[src/tec_pkg.sv]
// tec_pkg: register map, reset values and shared types of the t1 error counters
// assumes a 16-bit avalon-mm byte address space and 32-bit data, one aligned word per register
// Functional notes
// (RQ1) count every receive excessive-zero violation in a 16-bit counter
// (RQ2) each counter clears when read, counting events since its previous read
// (RQ3) upper register shows count bits 15..8, lower register bits 7..0
// (RQ4) host reads the upper byte before the lower byte for a coherent count
// (RQ5) host clears the 16-bit count only by reading upper then lower byte; here the upper read alone restarts it
// (RQ6) count link controller 2 frame-check errors in an 8-bit counter
// (RQ7) count link controller 3 frame-check errors in a separate 8-bit counter
// (RQ8) upper read snapshots lower byte and restarts; counters saturate at all ones
package tec_pkg;

	// register indices, byte address is four times the index
	localparam logic [13:0] TEC_IDX_EXCESS_ZERO_COUNT_HIGH = 14'h0910;
	localparam logic [13:0] TEC_IDX_EXCESS_ZERO_COUNT_LOW  = 14'h0911;
	localparam logic [13:0] TEC_IDX_LINK2_CHECKSUM_ERRORS  = 14'h091C;
	localparam logic [13:0] TEC_IDX_LINK3_CHECKSUM_ERRORS  = 14'h092C;
	localparam logic [13:0] TEC_IDX_EVENT_STATUS           = 14'h0930;
	localparam logic [13:0] TEC_IDX_EVENT_CLEAR            = 14'h0931;
	localparam logic [13:0] TEC_IDX_EVENT_ENABLE           = 14'h0932;

	// widths
	localparam int          TEC_ADDR_W    = 16;
	localparam int          TEC_DATA_W    = 32;
	localparam int          TEC_XZ_W      = 16;
	localparam int          TEC_LINK_W    = 8;
	localparam int          TEC_EVT_N     = 3;

	// event bit positions in status, clear and enable registers
	localparam int          TEC_BIT_XZ    = 0;
	localparam int          TEC_BIT_LINK2 = 1;
	localparam int          TEC_BIT_LINK3 = 2;

	// values after reset
	localparam logic [15:0] TEC_XZ_RST    = 16'h0000;
	localparam logic [7:0]  TEC_LINK_RST  = 8'h00;
	localparam logic [2:0]  TEC_EVT_RST   = 3'h0;
	localparam logic [31:0] TEC_RDATA_RST = 32'h0000_0000;

	// bus answer latency in cycles after the request is taken
	localparam int          TEC_WAIT_CYC  = 1;

	// event pulses from the receive framer and link controllers
	typedef struct packed {
		logic link3_fcs_err;
		logic link2_fcs_err;
		logic excess_zero;
	} tec_evt_t;

endpackage : tec_pkg

[src/tec_counters.sv]
// tec_counters: clear-on-read error counters of one t1 channel
// assumes an avalon-mm master and event pulses on i_ref_clk
//
// Chosen here: the Avalon-MM interface to the registers.
`timescale 1ns/10ps
module tec_counters (
	// clock, reset and enable
	input  wire logic                    i_ref_clk,
	input  wire logic                    i_nrst,
	input  wire logic                    i_clk_en,
	// avalon-mm slave
	input  wire logic [15:0]             i_avs_address,
	input  wire logic                    i_avs_read,
	input  wire logic                    i_avs_write,
	input  wire logic [31:0]             i_avs_writedata,
	input  wire logic [3:0]              i_avs_byteenable,
	output logic      [31:0]             o_avs_readdata,
	output logic                         o_avs_waitrequest,
	// error events
	input  wire tec_pkg::tec_evt_t       i_evt,
	// interrupt
	output logic                         o_irq
);
	localparam logic [15:0] A_XZ_HIGH = {tec_pkg::TEC_IDX_EXCESS_ZERO_COUNT_HIGH, 2'b00};
	localparam logic [15:0] A_XZ_LOW  = {tec_pkg::TEC_IDX_EXCESS_ZERO_COUNT_LOW, 2'b00};
	localparam logic [15:0] A_LINK2   = {tec_pkg::TEC_IDX_LINK2_CHECKSUM_ERRORS, 2'b00};
	localparam logic [15:0] A_LINK3   = {tec_pkg::TEC_IDX_LINK3_CHECKSUM_ERRORS, 2'b00};
	localparam logic [15:0] A_STATUS  = {tec_pkg::TEC_IDX_EVENT_STATUS, 2'b00};
	localparam logic [15:0] A_CLEAR   = {tec_pkg::TEC_IDX_EVENT_CLEAR, 2'b00};
	localparam logic [15:0] A_ENABLE  = {tec_pkg::TEC_IDX_EVENT_ENABLE, 2'b00};

	// bus handshake state
	logic        ack_r;
	logic        ack_nxt;
	logic        take;
	logic        take_rd;
	logic        take_wr;
	logic [31:0] rdata_r;
	logic [31:0] rdata_nxt;

	// lower byte snapshot
	logic [7:0]  snap_r;
	logic [7:0]  snap_nxt;
	logic        snap_vld_r;
	logic        snap_vld_nxt;

	// counter control and state
	logic        xz_restart;
	logic        link2_restart;
	logic        link3_restart;
	logic [15:0] xz_count;
	logic [7:0]  link2_count;
	logic [7:0]  link3_count;

	// event status access
	logic        clr_wr;
	logic        en_wr;
	logic [2:0]  evt_set;
	logic [2:0]  evt_status;
	logic [2:0]  evt_enable;

	// request taken on the first cycle it is seen with i_clk_en high
	assign take    = (i_avs_read || i_avs_write) && !ack_r && i_clk_en;
	assign take_rd = take && i_avs_read;
	assign take_wr = take && i_avs_write;

	assign o_avs_waitrequest = (i_avs_read || i_avs_write) && (!ack_r || !i_clk_en);
	assign o_avs_readdata    = rdata_r;

	// read decode and side effects
	always_comb begin
		ack_nxt       = take;
		rdata_nxt     = rdata_r;
		snap_nxt      = snap_r;
		snap_vld_nxt  = snap_vld_r;
		xz_restart    = 1'b0;
		link2_restart = 1'b0;
		link3_restart = 1'b0;
		if (take_rd) begin
			if (i_avs_address == A_XZ_HIGH) begin
				// (RQ3) upper byte read
				rdata_nxt    = {24'h00_0000, xz_count[15:8]};
				// (RQ8) snapshot and restart
				snap_nxt     = xz_count[7:0];
				snap_vld_nxt = 1'b1;
				// (RQ2) clear on read
				xz_restart   = 1'b1;
			end else if (i_avs_address == A_XZ_LOW) begin
				// (RQ5) pair completes here
				if (snap_vld_r) begin
					rdata_nxt = {24'h00_0000, snap_r};
				end else begin
					rdata_nxt = {24'h00_0000, xz_count[7:0]};
				end
				snap_vld_nxt = 1'b0;
			end else if (i_avs_address == A_LINK2) begin
				rdata_nxt     = {24'h00_0000, link2_count};
				// (RQ2) clear on read
				link2_restart = 1'b1;
			end else if (i_avs_address == A_LINK3) begin
				rdata_nxt     = {24'h00_0000, link3_count};
				// (RQ2) clear on read
				link3_restart = 1'b1;
			end else if (i_avs_address == A_STATUS) begin
				rdata_nxt = {29'h0, evt_status};
			end else if (i_avs_address == A_ENABLE) begin
				rdata_nxt = {29'h0, evt_enable};
			end else begin
				rdata_nxt = tec_pkg::TEC_RDATA_RST;
			end
		end else if (take_wr) begin
			rdata_nxt = tec_pkg::TEC_RDATA_RST;
		end
	end

	always_ff @(posedge i_ref_clk or negedge i_nrst) begin
		if (!i_nrst) begin
			ack_r      <= 1'b0;
			rdata_r    <= tec_pkg::TEC_RDATA_RST;
			snap_r     <= tec_pkg::TEC_LINK_RST;
			snap_vld_r <= 1'b0;
		end else if (i_clk_en) begin
			ack_r      <= ack_nxt;
			rdata_r    <= rdata_nxt;
			snap_r     <= snap_nxt;
			snap_vld_r <= snap_vld_nxt;
		end
	end

	// register writes, byte lane 0 only
	assign clr_wr = take_wr && i_avs_byteenable[0] && (i_avs_address == A_CLEAR);
	assign en_wr  = take_wr && i_avs_byteenable[0] && (i_avs_address == A_ENABLE);

	// (RQ1) excessive-zero counter
	tec_sat_counter #(
		.W(tec_pkg::TEC_XZ_W)
	) u_xz_cnt (
		.i_ref_clk (i_ref_clk),
		.i_nrst    (i_nrst),
		.i_clk_en  (i_clk_en),
		.i_inc     (i_evt.excess_zero),
		.i_restart (xz_restart),
		.o_count   (xz_count)
	);

	// (RQ6) link 2 checksum errors
	tec_sat_counter #(
		.W(tec_pkg::TEC_LINK_W)
	) u_link2_cnt (
		.i_ref_clk (i_ref_clk),
		.i_nrst    (i_nrst),
		.i_clk_en  (i_clk_en),
		.i_inc     (i_evt.link2_fcs_err),
		.i_restart (link2_restart),
		.o_count   (link2_count)
	);

	// (RQ7) link 3 checksum errors
	tec_sat_counter #(
		.W(tec_pkg::TEC_LINK_W)
	) u_link3_cnt (
		.i_ref_clk (i_ref_clk),
		.i_nrst    (i_nrst),
		.i_clk_en  (i_clk_en),
		.i_inc     (i_evt.link3_fcs_err),
		.i_restart (link3_restart),
		.o_count   (link3_count)
	);

	// event flags
	always_comb begin
		evt_set                         = tec_pkg::TEC_EVT_RST;
		evt_set[tec_pkg::TEC_BIT_XZ]    = i_evt.excess_zero;
		evt_set[tec_pkg::TEC_BIT_LINK2] = i_evt.link2_fcs_err;
		evt_set[tec_pkg::TEC_BIT_LINK3] = i_evt.link3_fcs_err;
	end

	tec_evt_status #(
		.N(tec_pkg::TEC_EVT_N)
	) u_evt (
		.i_ref_clk (i_ref_clk),
		.i_nrst    (i_nrst),
		.i_clk_en  (i_clk_en),
		.i_set     (evt_set),
		.i_clr_wr  (clr_wr),
		.i_en_wr   (en_wr),
		.i_wdata   (i_avs_writedata[2:0]),
		.o_status  (evt_status),
		.o_enable  (evt_enable),
		.o_irq     (o_irq)
	);
endmodule : tec_counters

[src/tec_sat_counter.sv]
// tec_sat_counter: event counter that restarts on request and holds at all ones
// assumes one clock domain and one-cycle increment pulses
`timescale 1ns/10ps
module tec_sat_counter #(
	parameter int W = 8
) (
	// clock and reset
	input  wire logic         i_ref_clk,
	input  wire logic         i_nrst,
	input  wire logic         i_clk_en,
	// control
	input  wire logic         i_inc,
	input  wire logic         i_restart,
	// count
	output logic [W-1:0]      o_count
);
	logic [W-1:0] count_r;
	logic [W-1:0] count_nxt;
	logic [W-1:0] base;

	// (RQ8) saturate, event wins
	always_comb begin
		base      = i_restart ? '0 : count_r;
		count_nxt = base;
		if (i_inc && (base != '1)) begin
			count_nxt = base + 1'b1;
		end
	end

	always_ff @(posedge i_ref_clk or negedge i_nrst) begin
		if (!i_nrst) begin
			count_r <= '0;
		end else if (i_clk_en) begin
			count_r <= count_nxt;
		end
	end

	assign o_count = count_r;
endmodule : tec_sat_counter

[src/tec_evt_status.sv]
// tec_evt_status: sticky event status, write-one-to-clear, enable and irq
// assumes one clock domain; set and clear in one cycle leave the bit set
`timescale 1ns/10ps
module tec_evt_status #(
	parameter int N = 3
) (
	// clock and reset
	input  wire logic         i_ref_clk,
	input  wire logic         i_nrst,
	input  wire logic         i_clk_en,
	// events and software access
	input  wire logic [N-1:0] i_set,
	input  wire logic         i_clr_wr,
	input  wire logic         i_en_wr,
	input  wire logic [N-1:0] i_wdata,
	// state
	output logic [N-1:0]      o_status,
	output logic [N-1:0]      o_enable,
	output logic              o_irq
);
	logic [N-1:0] status_r;
	logic [N-1:0] status_nxt;
	logic [N-1:0] enable_r;
	logic [N-1:0] enable_nxt;

	// set wins over clear
	always_comb begin
		status_nxt = (status_r & ~(i_clr_wr ? i_wdata : '0)) | i_set;
		enable_nxt = i_en_wr ? i_wdata : enable_r;
	end

	always_ff @(posedge i_ref_clk or negedge i_nrst) begin
		if (!i_nrst) begin
			status_r <= '0;
			enable_r <= '0;
		end else if (i_clk_en) begin
			status_r <= status_nxt;
			enable_r <= enable_nxt;
		end
	end

	assign o_status = status_r;
	assign o_enable = enable_r;
	assign o_irq    = |(status_r & enable_r);
endmodule : tec_evt_status

[config.mk]
export PLATFORM = sky130hd
export DESIGN_NAME = tec_counters
export DESIGN_NICKNAME = d
export VERILOG_FILES = /design/src/tec_pkg.sv /design/src/tec_counters.sv /design/src/tec_sat_counter.sv /design/src/tec_evt_status.sv
export SDC_FILE = /design/constraint.sdc
export NUM_CORES = 1
export LEC_CHECK = 0
export BUFFER_PORTS_ARGS = -buffer_cell sky130_fd_sc_hd__buf_4
export CORE_UTILIZATION = 57
export DETAILED_ROUTE_END_ITERATION = 10
export GPL_TIMING_DRIVEN = 0
export PLACE_DENSITY_LB_ADDON = 0.08
export SYNTH_ARGS = -nofsm -noshare
export SYNTH_HDL_FRONTEND = slang
export SYNTH_SLANG_ARGS = --single-unit
[constraint.sdc]
create_clock -name i_ref_clk -period 5.7 [get_ports i_ref_clk]
set_clock_uncertainty 0.15 [all_clocks]
set_input_delay 0.57 -clock i_ref_clk [delete_from_list [all_inputs] [get_ports i_ref_clk]]
set_output_delay 0.57 -clock i_ref_clk [all_outputs]
set_load 0.02 [all_outputs]
==> metrics.log, run 1 <==
[metrics] cell depth of the worst setup path: 11
[metrics] # IOs: 94
[metrics] worst skew pair latency: between 0.3 and 0.4 ns
[metrics] maximum achievable frequency: 0.3252 GHz
[metrics] initial standard-cell utilization of the core: approximately three fifths
[metrics] number of instances in the synthesized netlist: between 300 and 400
[metrics] per-cell via count in the routed design: 5.783
[metrics] required time worst endpoint: ~5.8 ns
[metrics] type of element capturing the critical path: flop
[metrics] area of the mapped netlist: 0.003555 sq mm
[metrics] library cell contributing the largest single delay on the critical path: or3_1
[metrics] Final min period: 3.075 ns
[metrics] top post-synthesis cells by area: dfrtp_1 39%, nand2_1 6.0%, buf_4 5.5%
[metrics] initial DRC count: 209
[metrics] sequence of cells on the critical path: buf_4 > nor3_1 > nand3_4 > or3_1 > and2_1 > ha_1 > and3_1 > a211oi_1 > nand3_1 > xor2_1 > nor2_1
[metrics] total routing resource utilization after global routing: 27.21%
[metrics] die height: 80.97 um
[metrics] post-CTS setup buffers: 0
[metrics] maximum number of pins on one net before global-route repair: 57
[metrics] number of enable-type register cells in the synthesized netlist: 0
[metrics] R2R depth: 10
[metrics] Post-synth ARST share: 100.0%
[metrics] number of slew-limit violations in the final report: 0
[metrics] maximum level of the CTS H-tree: 2
[metrics] sequential area share after synthesis: ~39%
[metrics] total die area: about 0.0066 sq mm
[metrics] layout cells sized above 1: around 23%
[metrics] final period utilization: a little over half
[metrics] Routed WL per cell: 15.55 um
[metrics] unique cell type count in the Yosys netlist: 62
[metrics] non-filler cells, final: roughly 530
[metrics] critical path launch point type: input port
[metrics] cell types with the highest counts after synthesis: 57 x nand2_1, 56 x dfrtp_1, 35 x nor2_1
[metrics] RSZ-0062 raised after global routing: false
[metrics] outcome: finished clean
[metrics] VDD IR-drop max: between 0.15 and 0.2 mV
[metrics] net count of the finished layout: 516
[metrics] Synth top area share: 39.42%
[metrics] width of the chip: about 81 um
[metrics] Arr. time, crit path: between 3 and 4 ns
[metrics] via count of the first global-routing pass: 2,753
[metrics] cell type group with the largest total delay on the critical path: simple AND/OR/NAND/NOR gates
[metrics] biggest fanout along the worst timing path: 8
[metrics] number of buffer cells added on primary ports: 36
[metrics] clock tree root driver cell: clkbuf_8
[metrics] number of search-and-repair iterations in the first detailed-routing pass: 5
[metrics] sum of overflow across all layers after global routing: 0
[metrics] number of DRC violations after detailed routing: 0
[metrics] reported max-cap violation count: 0
[metrics] number of sinks handled by clock tree synthesis: between 50 and 60
[metrics] post-route setup slack: 2.625 ns
[metrics] count of synthesis-stage warnings from yosys: 0
[metrics] area inside the core boundary: between 0.005 and 0.006 sq mm
[metrics] CTS tree: built
[metrics] setup tns final: 0 ns
[metrics] number of antenna-violating nets in the routed design: 0
[metrics] crit path buf inv count: 1
[metrics] Critical Setup Path Class: in -> reg
[metrics] layout-stage area growth over the synthesis result: 15.31%
[metrics] dominant register cell in the synthesized netlist: dfrtp_1
[metrics] Inserted Diodes: 0
[metrics] initial antenna violation count: 0
[metrics] count of standard-cell rows: 28
[metrics] slowest stage delay, CP: 0.45 ns
[metrics] first-pass GRT wire length: 13,460 um
[metrics] number of fill cells in the layout: 502
[metrics] Clock Path Buffers: 2
[metrics] post-synthesis register bit count: 56
[metrics] placed cells: around 520
[metrics] Num CTS Buffers: 5
[metrics] synthesized area per cell: between 9 and 10 sq um
[metrics] final WL: 8228 um
[metrics] cts-stage hold buffer count: 0
[metrics] Min-Delay Path Class: in -> async
[metrics] cell with the most instances after synthesis: nand2_1
[metrics] Power Density: ~230 mW/mm^2
[metrics] hold violation total from the final report: 0
[metrics] cts repair resizes: 0
[metrics] worst slew margin relative to its limit: 52.54%
[metrics] pre-CTS WS: 2.286 ns
[metrics] Leakage Power: 0.001933 uW
[metrics] clock transition time at the flip-flop clock pins of the worst setup and hold paths: 0.10 ns
[metrics] worst-margin pin slew: 0.7120 ns
[metrics] area leader, netlist: dfrtp_1
[metrics] placed wire-length estimate after detailed placement: 6149 um
[metrics] count of vias placed by the detailed router: 3,059
[metrics] count of endpoints failing setup in the final report: 0
[metrics] RD Place Congestion: 0.8880
per-stage QoR:
stage	hold WS (ns)	util [%]	total power, uW	area [sq um]
4_1_cts	0.1746	68.82	951.9	4099
3_5_place_dp	0.3053	67.25	723.1	4005
2_1_floorplan	0.1244	-	650.7	3641
6_report	0.1295	68.82	951.0	4099
5_1_grt	0.1937	68.82	1002	4099
3_3_place_gp	0.2996	67.25	714.7	4005
layout make-up:
type	count	area (sq um)	area share [%]
clock inverters	1	7.507	0.1832
multi-input cells	307	1926	46.98
flip-flops and latches	56	1401	34.19
clock buffers	7	86.33	2.106
well taps	75	93.84	2.289
inverters	7	26.28	0.6410
repair buffers	36	270.3	6.593
plain buffers	40	287.8	7.021
final timing paths:
path / from / to / slack (ns)
worst min register to register: snap_r[2]$_DFFE_PN0P_ / snap_r[2]$_DFFE_PN0P_ / 0.33
worst max register to register: ack_r$_DFFE_PN0P_ / u_link2_cnt.o_count[5]$_DFFE_PN0P_ / 2.65
worst max-delay path: i_avs_address[3] / u_link2_cnt.o_count[5]$_DFFE_PN0P_ / 2.63
max in group asynchronous: i_nrst / snap_r[2]$_DFFE_PN0P_ / 4.77
min in group i_ref_clk: snap_r[2]$_DFFE_PN0P_ / snap_r[2]$_DFFE_PN0P_ / 0.33
worst min-delay path: i_nrst / u_evt.o_enable[0]$_DFFE_PN0P_ / 0.13
metal layers:
layer / up-vias / routed length, um / global-route usage [%]
met2: 114 / 3838 / 42.94
met4: 0 / 93 / 6.786
met3: 12 / 581 / 4.944
met1: 1453 / 3714 / 38.64
li1: 1480 / - / -
met5: - / 0 / 0
power breakdown:
group	switching (uW)	internal, uW
Combinational	110	104
Sequential	62.5	442
Clock	134	99.2
sequential cells by signal (all words and copies together), names as in the netlist:
register and cells:
u_link2_cnt.o_count 8, ack_r 1, o_avs_readdata 8, u_link3_cnt.o_count 8, u_evt.o_status 3, snap_r 8
snap_vld_r 1, u_xz_cnt.o_count 16, u_evt.o_enable 3
logic make-up after synthesis:
family,count (synthesis),share of synthesized area (%)
AOI/OAI and AO/OA,77,15.49
xor gates and xnor gates,18,4.435
adders and majority gates,3,1.056
buffers and inverters,47,8.835
DFF,56,39.42
muxes,9,2.640
other,1,0.1055
and+or+nand+nor,176,28.02
cell usage in the layout, fill, tap and decap left out, types with 4 or more instances in the layout:
master / netlist / layout
a21oi_1: 12 / 12
buf_4: 26 / 62
a31oi_1: 5 / 5
xnor2_1: 13 / 13
buf_2: 6 / 6
inv_1: 7 / 7
clkbuf_8: 1 / 7
o21ai_0: 14 / 14
conb_1: 1 / 24
and3_1: 4 / 4
and2_1: 6 / 6
nand2_1: 57 / 57
nand3_1: 10 / 10
or2_2: 5 / 5
dfrtp_1: 56 / 56
mux2i_1: 6 / 6
clkbuf_1: 4 / 5
nor3_1: 14 / 14
a22oi_1: 13 / 13
nor2_1: 35 / 35
o2111ai_1: 7 / 7
xor2_1: 5 / 5
nand4_1: 7 / 7
worst reg2reg max path, delay by kind of cell (launching register included):
kind                       cells  cell delay (ns)
AOI/OAI and AO/OA              1             0.45
xor gates and xnor gates       1             0.16
adders and majority gates      1             0.22
DFF                            1             0.42
and+or+nand+nor                7             1.53
Note: power is estimated with default switching activity, not from simulation.
==> inputs of run 2 (changes only) <==
--- a/config.mk
+++ b/config.mk
@@ -6,7 +6,7 @@
 export NUM_CORES = 1
 export LEC_CHECK = 0
 export BUFFER_PORTS_ARGS = -buffer_cell sky130_fd_sc_hd__buf_4
-export CORE_UTILIZATION = 57
+export CORE_UTILIZATION = 48
 export DETAILED_ROUTE_END_ITERATION = 10
 export GPL_TIMING_DRIVEN = 0
 export PLACE_DENSITY_LB_ADDON = 0.08
==> constraint.sdc (replaced) <==
create_clock -name i_ref_clk -period 2.8 [get_ports i_ref_clk]
set_clock_uncertainty 0.15 [all_clocks]
set_input_delay 0.28 -clock i_ref_clk [delete_from_list [all_inputs] [get_ports i_ref_clk]]
set_output_delay 0.28 -clock i_ref_clk [all_outputs]
set_load 0.02 [all_outputs]
==> metrics.log, run 2 (synthesized netlist as in run 1, its figures left out) <==
[metrics] outcome: finished clean
[metrics] combined area of the multi-input logic cells: 0.001996 sq mm
[metrics] final WL: 8411 um
[metrics] WHS: 0.05259 ns
[metrics] worst slew margin relative to its limit: 51.32%
[metrics] net count of the finished layout: 524
[metrics] initial standard-cell utilization of the core: 49.27%
[metrics] launch point of the worst path: ack_r$_DFFE_PN0P_
[metrics] Gate power share: between 20% and 30%
[metrics] layout cells sized above 1: between 20% and 30%
[metrics] number of antenna-violating nets in the routed design: 0
[metrics] number of DRC violations after detailed routing: 0
[metrics] Final min period: 2.691 ns
[metrics] via count of the first global-routing pass: 2,958
[metrics] biggest fanout along the worst timing path: 10
[metrics] total die area: 0.007754 sq mm
[metrics] Clock Path Buffers: 2
[metrics] placed cells: 545
[metrics] hold violation total from the final report: 0
[metrics] count of vias placed by the detailed router: 3,029
[metrics] RSZ-0062 raised after global routing: true
[metrics] clock transition time at the flip-flop clock pins of the worst setup and hold paths: 0.11 ns
[metrics] maximum achievable frequency: 0.3716 GHz
[metrics] VDD IR-drop max: 0.3678 mV
[metrics] RD Place Congestion: 0.8603
[metrics] maximum number of pins on one net before global-route repair: 57
[metrics] initial DRC count: 149
[metrics] number of fill cells in the layout: 675
[metrics] placed wire-length estimate after detailed placement: a little over 6000 um
[metrics] reported max-cap violation count: 0
[metrics] number of flip-flops under the largest register name: 16
[metrics] Arr. time, crit path: roughly 2.8 ns
[metrics] top library cells by usage in the layout, fill and taps aside: 68 x buf_4, 57 x nand2_1, 56 x dfrtp_1
[metrics] Num CTS Buffers: 5
[metrics] Min-Delay Path Class: in -> reg
[metrics] number of buffer cells added on primary ports: 36
[metrics] clock tree root driver cell: clkbuf_8
[metrics] area inside the core boundary: 0.007214 sq mm
[metrics] clock network fraction of total power: 26.9%
[metrics] Final Core Density: 59.40%
[metrics] P_sw: ~630 uW
[metrics] number of search-and-repair iterations in the first detailed-routing pass: 6
[metrics] total routing resource utilization after global routing: 24.00%
[metrics] per-cell via count in the routed design: between 5 and 6
[metrics] Routed WL per cell: 14.99 um
[metrics] initial antenna violation count: 0
[metrics] width of the chip: 88.06 um
[metrics] non-filler cells, final: between 500 and 600
[metrics] number of sinks handled by clock tree synthesis: 56
[metrics] Critical Setup Path Class: reg -> reg
[metrics] hold wc startpoint: i_avs_writedata[0]
[metrics] Final Power: ~2000 uW
[metrics] count of standard-cell rows: 31
[metrics] worst skew pair latency: 0.32 ns
[metrics] final period utilization: 96.10%
[metrics] worst-margin pin slew: 0.7254 ns
[metrics] internal power: ~1400 uW
[metrics] leading cell type in the layout, fill and taps excluded: buf_4
[metrics] number of slew-limit violations in the final report: 0
[metrics] required time worst endpoint: slightly below 3 ns
[metrics] Leakage Power: 0.001999 uW
[metrics] Inserted Diodes: 0
[metrics] first-pass GRT wire length: 14,250 um
[metrics] # IOs: 94
[metrics] Seq pwr share: about half
[metrics] maximum level of the CTS H-tree: 2
[metrics] Register Area: 0.001401 sq mm
[metrics] switching power share of the total: just over 30%
[metrics] sum of overflow across all layers after global routing: 0
[metrics] layout-stage area growth over the synthesis result: 20.56%
[metrics] count of endpoints failing setup in the final report: 0
[metrics] critical path launch point type: flop
[metrics] startpoint of the lowest-slack register-to-register path: ack_r$_DFFE_PN0P_
[metrics] type of element capturing the critical path: flop
[metrics] die height: 88.06 um
[metrics] CTS tree: built
[metrics] setup tns final: 0 ns
[metrics] Power Density: 472.4 mW/mm^2
-- run 2: final timing paths --
kind,end,slack [ns],cells past startpoint
min in group asynchronous,u_xz_cnt.o_count[1]$_DFFE_PN0P_,0.40,2
worst max register to register,u_xz_cnt.o_count[6]$_DFFE_PN0P_,0.11,11
worst max-delay path,u_xz_cnt.o_count[6]$_DFFE_PN0P_,0.11,11
worst min register to register,o_avs_readdata[7]$_DFFE_PN0P_,0.33,2
worst min-delay path,u_evt.o_enable[0]$_DFFE_PN0P_,0.05,2
max in group asynchronous,u_link2_cnt.o_count[2]$_DFFE_PN0P_,1.62,2
-- run 2: layer usage --
metal / share of wire, % / vias up / global-route usage [%]
li1: - / 1495 / -
met1: 45 / 1465 / 31.57
met2: 51 / 62 / 41.23
met3: 3.1 / 7 / 3.487
met4: 0.86 / 0 / 6.745
met5: 0 / - / 0
-- run 2: cell type report --
cell class,count,area share (%)
clock buffer,6,1.693
sequential,56,32.70
inverter,7,0.6131
multi-input combinational,307,46.57
buffer,40,6.920
clock inverter,2,0.9051
tap,99,2.891
timing repair buffer,44,7.708
-- run 2: timing repair --
action                                 CTS  global route
gates cloned                             0             1
setup endpoints to repair               18            17
hold buffers                             1             0
endpoints found under the hold margin   56             0
buffers inserted                         3             3
gates resized for setup                  9            10
pin swaps                                1             4
-- run 2: power groups by stage --
stage	Sequential (uW)	Combinational, uW	Clock (uW)
2_1_floorplan	1000	322	0
4_1_cts	1030	441	562
3_5_place_dp	1040	431	0
6_report	1030	447	544
3_3_place_gp	1040	419	0
5_1_grt	1050	499	587
-- run 2: per-stage QoR --
stage               setup WS [ns]  instance area [sq um]
floorplan                 0.08125                   3641
global placement          -0.2948                   4035
detailed placement        -0.3045                   4035
CTS                      0.009630                   4214
global route             -0.01097                   4285
finish                     0.1092                   4285
-- run 2: critical path: stages, from the launching register on --
cell and delay, ns:
dfrtp_1 0.40, and2b_2 0.25, nand3_4 0.11, or3_4 0.37
buf_6 0.15, and2_4 0.15, ha_2 0.20, nand4_1 0.14
nor3_4 0.08, buf_6 0.14, or3_1 0.35, a21oi_2 0.13
